### config.mk
export PLATFORM = sky130hd
export DESIGN_NAME = tsr_router
export DESIGN_NICKNAME = d
export VERILOG_FILES = /design/src/hw/tsr_pkg.sv /design/src/hw/tsr_router.sv
export SDC_FILE = /design/constraint.sdc
export NUM_CORES = 1
export LEC_CHECK = 0
export ABC_CLOCK_PERIOD_IN_PS = 4700
export BUFFER_PORTS_ARGS = -buffer_cell sky130_fd_sc_hd__buf_2
export CELL_PAD_IN_SITES_DETAIL_PLACEMENT = 1
export CELL_PAD_IN_SITES_GLOBAL_PLACEMENT = 2
export CORE_ASPECT_RATIO = 1.2
export CORE_MARGIN = 3
export CORE_UTILIZATION = 37
export CTS_BUF_LIST = sky130_fd_sc_hd__clkbuf_4 sky130_fd_sc_hd__clkbuf_8
export DETAILED_ROUTE_END_ITERATION = 12
export PLACE_DENSITY_LB_ADDON = 0.3
export SYNTH_ARGS = -nofsm -noshare
export SYNTH_HDL_FRONTEND = slang
export SYNTH_SLANG_ARGS = --single-unit
### constraint.sdc
create_clock -name SYS_CLK_IN -period 4.7 [get_ports SYS_CLK_IN]
set_clock_uncertainty 0.2 [all_clocks]
set_input_delay 0.47 -clock SYS_CLK_IN [delete_from_list [all_inputs] [get_ports SYS_CLK_IN]]
set_output_delay 0.47 -clock SYS_CLK_IN [all_outputs]
set_load 0.02 [all_outputs]
### src/hw/tsr_pkg.sv
package tsr_pkg;
   localparam int ADDR_W = 8;
   localparam logic [7:0] OFS_ANALOG = 8'h00;
   localparam logic [7:0] OFS_LEVEL_A = 8'h04;
   localparam logic [7:0] OFS_LEVEL_B = 8'h08;
   localparam logic [7:0] OFS_SEL_ONE = 8'h0c;
   localparam logic [7:0] OFS_SEL_TWO = 8'h10;
   localparam logic [7:0] OFS_CMD = 8'h14;
   localparam logic [7:0] OFS_STATUS = 8'h18;
   localparam logic [7:0] RST_VAL = 8'h00;
   localparam int CMD_SEND_BIT = 0;
   localparam int CMD_STOP_BIT = 1;
   localparam logic [1:0] RESP_OKAY = 2'h0;
   localparam logic [1:0] RESP_SLVERR = 2'h2;
   localparam logic [4:0] GRP_RECEIVER = 5'h07;
   localparam logic [4:0] GRP_OSC = 5'h0d;
   localparam logic [1:0] DIV_LAST = 2'h3;
   localparam logic [3:0] SRC_HIZ = 4'h0;
   localparam logic [3:0] SRC_LEVEL = 4'h1;
   localparam logic [3:0] SRC_CORR = 4'h2;
   localparam logic [3:0] SRC_MIN = 4'h4;
   localparam logic [3:0] SRC_ADC_I = 4'h5;
   localparam logic [3:0] SRC_ADC_Q = 4'h6;
   localparam logic [3:0] SRC_HIGH = 4'ha;
   localparam logic [3:0] SRC_LOW = 4'hb;
   localparam logic [3:0] SRC_TX_ACT = 4'hc;
   localparam logic [3:0] SRC_RX_ACT = 4'hd;
   localparam logic [3:0] SRC_SUBC = 4'he;
   localparam logic [3:0] SRC_BUS_BIT = 4'hf;
   localparam logic [14:0] PRBS_SEED = 15'h7fff;
   typedef enum logic [2:0] {
      KIND_IDLE, KIND_START, KIND_DATA, KIND_PARITY, KIND_CRC
   } tsr_kind_e;
   typedef enum logic [1:0] {
      RATE_106, RATE_212, RATE_424, RATE_848
   } tsr_rate_e;
   typedef enum logic [1:0] {PRBS_OFF, PRBS_9, PRBS_15} tsr_mode_e;
   typedef enum logic [1:0] {PS_IDLE = 2'b00, PS_RUN = 2'b01} tsr_prbs_e;
   typedef struct packed {
      logic data; logic coll; logic valid; logic over; logic rst;
   } tsr_rx_s;
   typedef struct packed {
      logic [5:0] corr; logic [5:0] minlvl;
      logic [5:0] adc_i; logic [5:0] adc_q;
   } tsr_ana_s;
   typedef struct packed {
      logic oe; logic analog; logic dig; logic [5:0] level;
   } tsr_aux_s;
   typedef struct packed {
      logic raw_s1; logic raw_s2; logic raw_prev;
      logic stb_s1; logic stb_s2;
      logic [1:0] div_cnt; logic div8;
      logic [7:0] analog_test; logic [7:0] level_a; logic [7:0] level_b;
      logic [7:0] sel_one; logic [7:0] sel_two;
      tsr_prbs_e prbs_st; logic prbs_on;
      logic [14:0] lfsr; logic prbs_bit;
      logic tx_act; logic rx_act; logic [5:0] bus; logic tbit;
      tsr_aux_s aux_a; tsr_aux_s aux_b;
      logic aw_got; logic w_got; logic [7:0] waddr;
      logic [7:0] wdata; logic wstb;
      logic awrdy; logic wrdy; logic bvalid; logic [1:0] bresp;
      logic arrdy; logic rvalid; logic [7:0] rdata; logic [1:0] rresp;
   } tsr_state_s;
endpackage

### src/hw/tsr_router.sv
`timescale 1ns/100ps
// What this block does
// - Group 0Dh: line 6 osc stable, line 5 osc/8, line 2 raw osc.
// - Two independent 4-bit aux source selects in one control register.
// - Codes 0 hi-Z, 1 test level, 2/4/5/6 analog signals, others reserved.
// - Codes A high, B low, C tx flag, D rx flag, E subcarrier, F bus bit.
// - Control 11h puts test level A on pin A, B on pin B.
// - Upper nibble selects pin A, lower nibble pin B.
// - Test levels take 00h to 3Fh; analog output follows value.
// - At 106 kBd rx flag high on data, parity, CRC; low on start.
// - At 106 kBd tx flag high on start, data, parity, CRC.
// - At higher rates rx flag high only on data and CRC.
// - At higher rates tx flag high only on data and CRC.
// - Group 07h routes receiver signals to lines 2 to 6; line 1 stays low.
// - 3-bit selector picks bus line for bus bit; 6 picks line 6.
// - PRBS9 and PRBS15 sequences chosen in test select two.
// - Send command starts the selected sequence.
// - Framing bits inserted automatically during sequence sending.
// - Receiver group: data, collision (106 only), valid, stop, reset.
// - 5-bit group select field in test select two.
module tsr_router (
   input wire logic SYS_CLK_IN,
   input wire logic RESETN_IN,
   input wire logic CE_IN,
   input wire logic [7:0] S_AXI_AWADDR_IN,
   input wire logic S_AXI_AWVALID_IN,
   output logic S_AXI_AWREADY_OUT,
   input wire logic [31:0] S_AXI_WDATA_IN,
   input wire logic [3:0] S_AXI_WSTRB_IN,
   input wire logic S_AXI_WVALID_IN,
   output logic S_AXI_WREADY_OUT,
   output logic [1:0] S_AXI_BRESP_OUT,
   output logic S_AXI_BVALID_OUT,
   input wire logic S_AXI_BREADY_IN,
   input wire logic [7:0] S_AXI_ARADDR_IN,
   input wire logic S_AXI_ARVALID_IN,
   output logic S_AXI_ARREADY_OUT,
   output logic [31:0] S_AXI_RDATA_OUT,
   output logic [1:0] S_AXI_RRESP_OUT,
   output logic S_AXI_RVALID_OUT,
   input wire logic S_AXI_RREADY_IN,
   input wire logic OSC_RAW_IN,
   input wire logic OSC_STABLE_IN,
   input wire tsr_pkg::tsr_rx_s RX_SIG_IN,
   input wire tsr_pkg::tsr_ana_s ANA_IN,
   input wire logic SUBCARRIER_IN,
   input wire tsr_pkg::tsr_kind_e TX_KIND_IN,
   input wire tsr_pkg::tsr_kind_e RX_KIND_IN,
   input wire tsr_pkg::tsr_rate_e RATE_IN,
   input wire logic TX_BIT_TAKE_IN,
   output logic [5:0] TEST_BUS_OUT,
   output tsr_pkg::tsr_aux_s AUX_A_OUT,
   output tsr_pkg::tsr_aux_s AUX_B_OUT,
   output logic PRBS_ACTIVE_OUT,
   output logic PRBS_BIT_OUT
);
   tsr_pkg::tsr_state_s q;
   tsr_pkg::tsr_state_s d;
   logic wr_fire;
   logic cmd_send;
   logic cmd_stop;
   logic r106;
   tsr_pkg::tsr_mode_e mode;

   initial begin
      if (tsr_pkg::ADDR_W != 8) begin
         $error("tsr_router supports an 8-bit address only");
      end
   end

   function automatic logic mapped(input logic [7:0] a);
      mapped = (a == tsr_pkg::OFS_ANALOG) || (a == tsr_pkg::OFS_LEVEL_A) ||
         (a == tsr_pkg::OFS_LEVEL_B) || (a == tsr_pkg::OFS_SEL_ONE) ||
         (a == tsr_pkg::OFS_SEL_TWO) || (a == tsr_pkg::OFS_CMD) ||
         (a == tsr_pkg::OFS_STATUS);
   endfunction

   // Per-pin source mux, used for both aux pins
   function automatic tsr_pkg::tsr_aux_s aux_mux(
      input logic [3:0] code, input logic [7:0] lvl,
      input tsr_pkg::tsr_ana_s ana, input logic txa, input logic rxa,
      input logic subc, input logic tbit);
      tsr_pkg::tsr_aux_s r;
      r = '0;
      case (code)
         tsr_pkg::SRC_LEVEL: r = '{1'b1, 1'b1, 1'b0, lvl[5:0]};
         tsr_pkg::SRC_CORR: r = '{1'b1, 1'b1, 1'b0, ana.corr};
         tsr_pkg::SRC_MIN: r = '{1'b1, 1'b1, 1'b0, ana.minlvl};
         tsr_pkg::SRC_ADC_I: r = '{1'b1, 1'b1, 1'b0, ana.adc_i};
         tsr_pkg::SRC_ADC_Q: r = '{1'b1, 1'b1, 1'b0, ana.adc_q};
         tsr_pkg::SRC_HIGH: r = '{1'b1, 1'b0, 1'b1, 6'h00};
         tsr_pkg::SRC_LOW: r = '{1'b1, 1'b0, 1'b0, 6'h00};
         tsr_pkg::SRC_TX_ACT: r = '{1'b1, 1'b0, txa, 6'h00};
         tsr_pkg::SRC_RX_ACT: r = '{1'b1, 1'b0, rxa, 6'h00};
         tsr_pkg::SRC_SUBC: r = '{1'b1, 1'b0, subc, 6'h00};
         tsr_pkg::SRC_BUS_BIT: r = '{1'b1, 1'b0, tbit, 6'h00};
         default: r = '0;
      endcase
      aux_mux = r;
   endfunction

   function automatic logic bus_pick(input logic [2:0] sel,
      input logic [5:0] bus);
      if ((sel >= 3'h1) && (sel <= 3'h6)) begin
         bus_pick = bus[sel - 3'h1];
      end else begin
         bus_pick = 1'b0;
      end
   endfunction

   function automatic logic [14:0] prbs_step(input logic [14:0] l,
      input tsr_pkg::tsr_mode_e m);
      if (m == tsr_pkg::PRBS_9) begin
         prbs_step = {l[13:0], l[8] ^ l[4]};
      end else begin
         prbs_step = {l[13:0], l[14] ^ l[13]};
      end
   endfunction

   assign r106 = (RATE_IN == tsr_pkg::RATE_106);
   assign mode = tsr_pkg::tsr_mode_e'(q.sel_two[6:5]);
   assign wr_fire = q.aw_got && q.w_got && !q.bvalid;
   assign cmd_send = wr_fire && (q.waddr == tsr_pkg::OFS_CMD) && q.wstb &&
      q.wdata[tsr_pkg::CMD_SEND_BIT];
   assign cmd_stop = wr_fire && (q.waddr == tsr_pkg::OFS_CMD) && q.wstb &&
      q.wdata[tsr_pkg::CMD_STOP_BIT];

   always_comb begin
      d = q;
      if (CE_IN) begin
         d.raw_s1 = OSC_RAW_IN;
         d.raw_s2 = q.raw_s1;
         d.raw_prev = q.raw_s2;
         d.stb_s1 = OSC_STABLE_IN;
         d.stb_s2 = q.stb_s1;
         // Divide by 8: toggle every fourth rising edge
         if (q.raw_s2 && !q.raw_prev) begin
            d.div_cnt = q.div_cnt + 2'h1;
            if (q.div_cnt == tsr_pkg::DIV_LAST) begin
               d.div8 = !q.div8;
            end
         end
         case (RX_KIND_IN)
            tsr_pkg::KIND_DATA, tsr_pkg::KIND_CRC: d.rx_act = 1'b1;
            tsr_pkg::KIND_PARITY: d.rx_act = r106;
            default: d.rx_act = 1'b0;
         endcase
         case (TX_KIND_IN)
            tsr_pkg::KIND_DATA, tsr_pkg::KIND_CRC: d.tx_act = 1'b1;
            tsr_pkg::KIND_START, tsr_pkg::KIND_PARITY: d.tx_act = r106;
            default: d.tx_act = 1'b0;
         endcase
         case (q.sel_two[4:0])
            tsr_pkg::GRP_RECEIVER: d.bus = {RX_SIG_IN.data,
               RX_SIG_IN.coll && r106, RX_SIG_IN.valid, RX_SIG_IN.over,
               RX_SIG_IN.rst, 1'b0};
            tsr_pkg::GRP_OSC: d.bus = {q.stb_s2, q.div8, 2'b00,
               q.raw_s2, 1'b0};
            default: d.bus = 6'h00;
         endcase
         d.tbit = bus_pick(q.sel_one[2:0], q.bus);
         d.aux_a = aux_mux(q.analog_test[7:4], q.level_a, ANA_IN, q.tx_act,
            q.rx_act, SUBCARRIER_IN, q.tbit);
         d.aux_b = aux_mux(q.analog_test[3:0], q.level_b, ANA_IN, q.tx_act,
            q.rx_act, SUBCARRIER_IN, q.tbit);
         // Sequence generator; framer adds preamble, sync, start, parity
         case (q.prbs_st)
            tsr_pkg::PS_IDLE: begin
               if (cmd_send && (mode != tsr_pkg::PRBS_OFF)) begin
                  d.prbs_st = tsr_pkg::PS_RUN;
                  d.lfsr = tsr_pkg::PRBS_SEED;
                  d.prbs_bit = 1'b1;
               end
            end
            tsr_pkg::PS_RUN: begin
               if (cmd_stop || (mode == tsr_pkg::PRBS_OFF)) begin
                  d.prbs_st = tsr_pkg::PS_IDLE;
               end else if (TX_BIT_TAKE_IN) begin
                  d.lfsr = prbs_step(q.lfsr, mode);
                  d.prbs_bit = (mode == tsr_pkg::PRBS_9) ? q.lfsr[7] :
                     q.lfsr[13];
               end
            end
            default: d.prbs_st = tsr_pkg::PS_IDLE;
         endcase
         d.prbs_on = (d.prbs_st == tsr_pkg::PS_RUN);
         // AXI4-Lite write path
         if (q.bvalid && S_AXI_BREADY_IN) begin
            d.bvalid = 1'b0;
         end
         if (S_AXI_AWVALID_IN && q.awrdy) begin
            d.aw_got = 1'b1;
            d.waddr = S_AXI_AWADDR_IN;
         end
         if (S_AXI_WVALID_IN && q.wrdy) begin
            d.w_got = 1'b1;
            d.wdata = S_AXI_WDATA_IN[7:0];
            d.wstb = S_AXI_WSTRB_IN[0];
         end
         if (wr_fire) begin
            d.aw_got = 1'b0;
            d.w_got = 1'b0;
            d.bvalid = 1'b1;
            d.bresp = mapped(q.waddr) ? tsr_pkg::RESP_OKAY :
               tsr_pkg::RESP_SLVERR;
            if (q.wstb) begin
               case (q.waddr)
                  tsr_pkg::OFS_ANALOG: d.analog_test = q.wdata;
                  tsr_pkg::OFS_LEVEL_A: d.level_a = {2'b00, q.wdata[5:0]};
                  tsr_pkg::OFS_LEVEL_B: d.level_b = {2'b00, q.wdata[5:0]};
                  tsr_pkg::OFS_SEL_ONE: d.sel_one = {5'h00, q.wdata[2:0]};
                  tsr_pkg::OFS_SEL_TWO: d.sel_two = {1'b0, q.wdata[6:0]};
                  default: d.sel_one = q.sel_one;
               endcase
            end
         end
         d.awrdy = !d.aw_got && !d.bvalid;
         d.wrdy = !d.w_got && !d.bvalid;
         // AXI4-Lite read path
         if (q.rvalid && S_AXI_RREADY_IN) begin
            d.rvalid = 1'b0;
         end
         if (S_AXI_ARVALID_IN && q.arrdy) begin
            d.rvalid = 1'b1;
            d.rresp = mapped(S_AXI_ARADDR_IN) ? tsr_pkg::RESP_OKAY :
               tsr_pkg::RESP_SLVERR;
            case (S_AXI_ARADDR_IN)
               tsr_pkg::OFS_ANALOG: d.rdata = q.analog_test;
               tsr_pkg::OFS_LEVEL_A: d.rdata = q.level_a;
               tsr_pkg::OFS_LEVEL_B: d.rdata = q.level_b;
               tsr_pkg::OFS_SEL_ONE: d.rdata = q.sel_one;
               tsr_pkg::OFS_SEL_TWO: d.rdata = q.sel_two;
               tsr_pkg::OFS_STATUS: d.rdata = {4'h0, q.tbit, q.rx_act,
                  q.tx_act, q.prbs_on};
               default: d.rdata = 8'h00;
            endcase
         end
         d.arrdy = !d.rvalid;
      end
   end

   always_ff @(posedge SYS_CLK_IN or negedge RESETN_IN) begin
      if (!RESETN_IN) begin
         q <= '0;
         q.awrdy <= 1'b1;
         q.wrdy <= 1'b1;
         q.arrdy <= 1'b1;
      end else begin
         q <= d;
      end
   end

   assign S_AXI_AWREADY_OUT = q.awrdy;
   assign S_AXI_WREADY_OUT = q.wrdy;
   assign S_AXI_BRESP_OUT = q.bresp;
   assign S_AXI_BVALID_OUT = q.bvalid;
   assign S_AXI_ARREADY_OUT = q.arrdy;
   assign S_AXI_RDATA_OUT = {24'h000000, q.rdata};
   assign S_AXI_RRESP_OUT = q.rresp;
   assign S_AXI_RVALID_OUT = q.rvalid;
   assign TEST_BUS_OUT = q.bus;
   assign AUX_A_OUT = q.aux_a;
   assign AUX_B_OUT = q.aux_b;
   assign PRBS_ACTIVE_OUT = q.prbs_on;
   assign PRBS_BIT_OUT = q.prbs_bit;
endmodule

==> results.md <==
* Status: complete, no violations
* Syn_area_per_cell at 10.94 sq um
* Syn. warnings at 0
* Area growth syn-to-layout at 12.20%
* Cell-internal power at 1.954 mW
* Routed Antenna Nets at 0
* Num CTS Buffers at 17
* Comb power frac at 20.0%
* CP Data Required Time at 4.84 ns
* Antenna diodes at 0
* Remaining DRCs at 0
* Final wirelength at 17020 um
* Net switching power at 0.9222 mW
* CP top delay family: simple AND/OR/NAND/NOR gates
* Chip Width at 126.0 um
* Placed Instance Area at 6774 sq um
* Crit start category: input pin
* Initial Util at 37.82%
* Peak supply drop at 0.1378 mV
* Clock Path Buffers at 2
* Final Total Pwr at 2.876 mW
* F_max at 407.8 MHz
* DRC marker count from the first detailed-route iteration at 185
* Final Instance Area at 7178 sq um
* Count leader, synth: dfrtp_1
* Synth top area share at 44.59%
* CTS tree: yes
* Vias in the first global route at 4966
* Syn Inst Count at 585
* Max_cap viols at 0
* Filler cells at 1908
* Post-CTS setup buffers at 0
* Die height at 150.0 um
* Leakage power at 3.349 nW
* Worst path cell trace: buf_2 -> inv_2 -> nor3_4 -> nand4_4 -> mux2i_1
* WL/cell at 19.17 um
* Clk_lat worst skew at 0.44 ns
* Std cell rows at 52
* Antenna violations before repair at 0
* Vias per std cell at 5.277
* Clk pwr share at 31.2%
* Post-synthesis cell area at 6397 sq um
* Critical Path AT at 2.59 ns
* Synth top area cells: dfrtp_1 (45%), mux2_2 (10%), buf_4 (7.4%)
* First-pass GRT wire length at 26830 um
* Num Clock Sinks at 117
* Final TNS setup at 0 ns
* Seq/Total Area, Yosys at 45.82%
* Via count at 4686
* Die area at 18910 sq um
* Net count reported at finish at 764
* H-tree Lvls at 4
* Min Hold Slack at 0.06648 ns
* Prevailing post-synth register cell: dfrtp_1
* Drt first pass iters at 6
* DP HPWL at 12740 um
* Core ar. at 16920 sq um
* Reg-to-reg slack, setup at 2.45 ns
* Number of synthesized register bits at 117
* Critical Path End Type: register
* Dpl ws at 1.733 ns
* IO Port Bufs at 113
* RSZ-0062 raised after global routing: no
* Cell taking the most area after synthesis: dfrtp_1
* Total GRT Usage at 18.09%
* Asr flop ratio synth at 100.0%
* Total gr overflow at 0
* Ports at 168
* Crit share post-route at 52.17%
* Synth cell count leaders: dfrtp_1 (114), buf_4 (63), mux2_2 (57), mux2i_1 (37)
* Largest net degree at the start of global routing at 63
* PwrDens at 400.6 nW/um^2
* Layout cells sized above 1 at 33.63%
* Final worst setup slack at 2.248 ns
* Root buffer cell: clkbuf_8
* Crit path kind: input pin to register
* Critical path's largest stage delay at 0.70 ns
* Switching share of power at 32.07%
* Worst path bufs/invs at 2
* CP max-delay cell: nor3_4
* Number of unique standard cell types used by synthesis at 67
* Placer Congestion at 0.8231
* Final setup fails at 0
* Hold/Removal Path Class: input pin to register
* Sequential power share at 48.9%
* Slew HR at 36.23%
* Clk slew on worst S/H paths at 0.07 ns
* Slew @ Worst Pin at 0.9544 ns
* Number of flops mapped to enable cells by yosys at 0
* Worst-path fanout max at 24
* Minimum clock period at 2.452 ns
* Slew Viols, Final at 0
* Hold Violations, Final at 0
## sequential cells by signal, indices dropped and copies added, names as in the netlist
| name | count |
|---|---|
| q | 75 |
| AUX_A_OUT | 9 |
| AUX_B_OUT | 9 |
| S_AXI_RDATA_OUT | 8 |
| TEST_BUS_OUT | 5 |
| mode | 2 |
| PRBS_ACTIVE_OUT | 1 |
| PRBS_BIT_OUT | 1 |
| S_AXI_ARREADY_OUT | 1 |
| S_AXI_AWREADY_OUT | 1 |
| S_AXI_BRESP_OUT | 1 |
| S_AXI_BVALID_OUT | 1 |
| S_AXI_RRESP_OUT | 1 |
| S_AXI_RVALID_OUT | 1 |
| S_AXI_WREADY_OUT | 1 |
## worst reg2reg max path: cells and delay by family (launching register included)
kind | cells | cell delay (ns)
compound gates | 3 | 0.89
flops | 1 | 0.80
simple gates | 1 | 0.21
## area by class of cell
class	instances	area (sq um)	area share (%)
Tap cell	216	270.3	3.765
Clock inverter	2	12.51	0.1743
Sequential cell	117	2932	40.84
Multi-Input combinational cell	372	2854	39.76
Timing Repair Buffer	117	600.6	8.367
Inverter	34	127.6	1.778
Clock buffer	30	381.6	5.316
## final timing paths
| path | cells after the start | startpoint | end |
|---|---|---|---|
| max in group asynchronous | 3 | RESETN_IN | q[129] |
| max reg2reg | 4 | q[118] | AUX_A_OUT[8] |
| max | 5 | CE_IN | q[76] |
| min reg2reg | 2 | S_AXI_RDATA_OUT[4] | S_AXI_RDATA_OUT[4] |
| min | 2 | S_AXI_WDATA_IN[5] | q[23] |
| min in group asynchronous | 2 | RESETN_IN | AUX_B_OUT[2] |
## cell families after synthesis
logic type / count (synthesis) / share of synthesized area [%]
muxes: 96 / 16.35
buffers and inverters: 122 / 11.09
AOI/OAI and AO/OA: 127 / 14.00
other: 1 / 0.05862
DFF: 117 / 45.82
and+or+nand+nor: 112 / 11.07
adders and majority gates: 4 / 0.7824
xor gates and xnor gates: 6 / 0.8214
## metal layers
layer	global-route usage, %	share of wire [%]	routed length (um)
met3	3.677	4.3	739
met4	6.330	2.0	334
met1	21.71	41	6976
met5	0	0	0
met2	32.22	53	8972
## placed cells by master (no fill, tap or decap), drive strengths merged, types with 5 or more instances in the layout
cell type	instances
a21oi	33
a222oi	6
a22o	5
a22oi	13
buf	116
clkbuf	30
conb	27
dfrtp	114
inv	34
mux2	58
mux2i	37
nand2	26
nand3	8
nor2	24
nor2b	9
nor3	6
nor3b	5
nor4	6
o21a	7
o21ai	15
o22ai	5
o2bb2ai	15
## per-stage QoR
| step | instances | util [%] |
|---|---|---|
| after detailed placement | 855 | 40.04 |
| final | 888 | 42.43 |
| after global placement | 855 | 40.04 |
| after CTS | 888 | 42.43 |
| after floorplan | 611 | - |
| after global routing | 888 | 42.43 |
## power by group through the flow
stage	registers (mW)	clock network [mW]	logic (mW)
final	1.41	0.896	0.574
after global routing	1.43	0.972	0.633
after CTS	1.41	0.928	0.584
after detailed placement	1.43	0	0.581
after global placement	1.41	0	0.559
after floorplan	1.34	0	0.455
## repair_timing
action	in CTS	in global routing
hold buffers	1	0
hold endpoints to repair	9	0
resized for setup	0	0
Note: power is estimated with default switching activity, not from simulation.
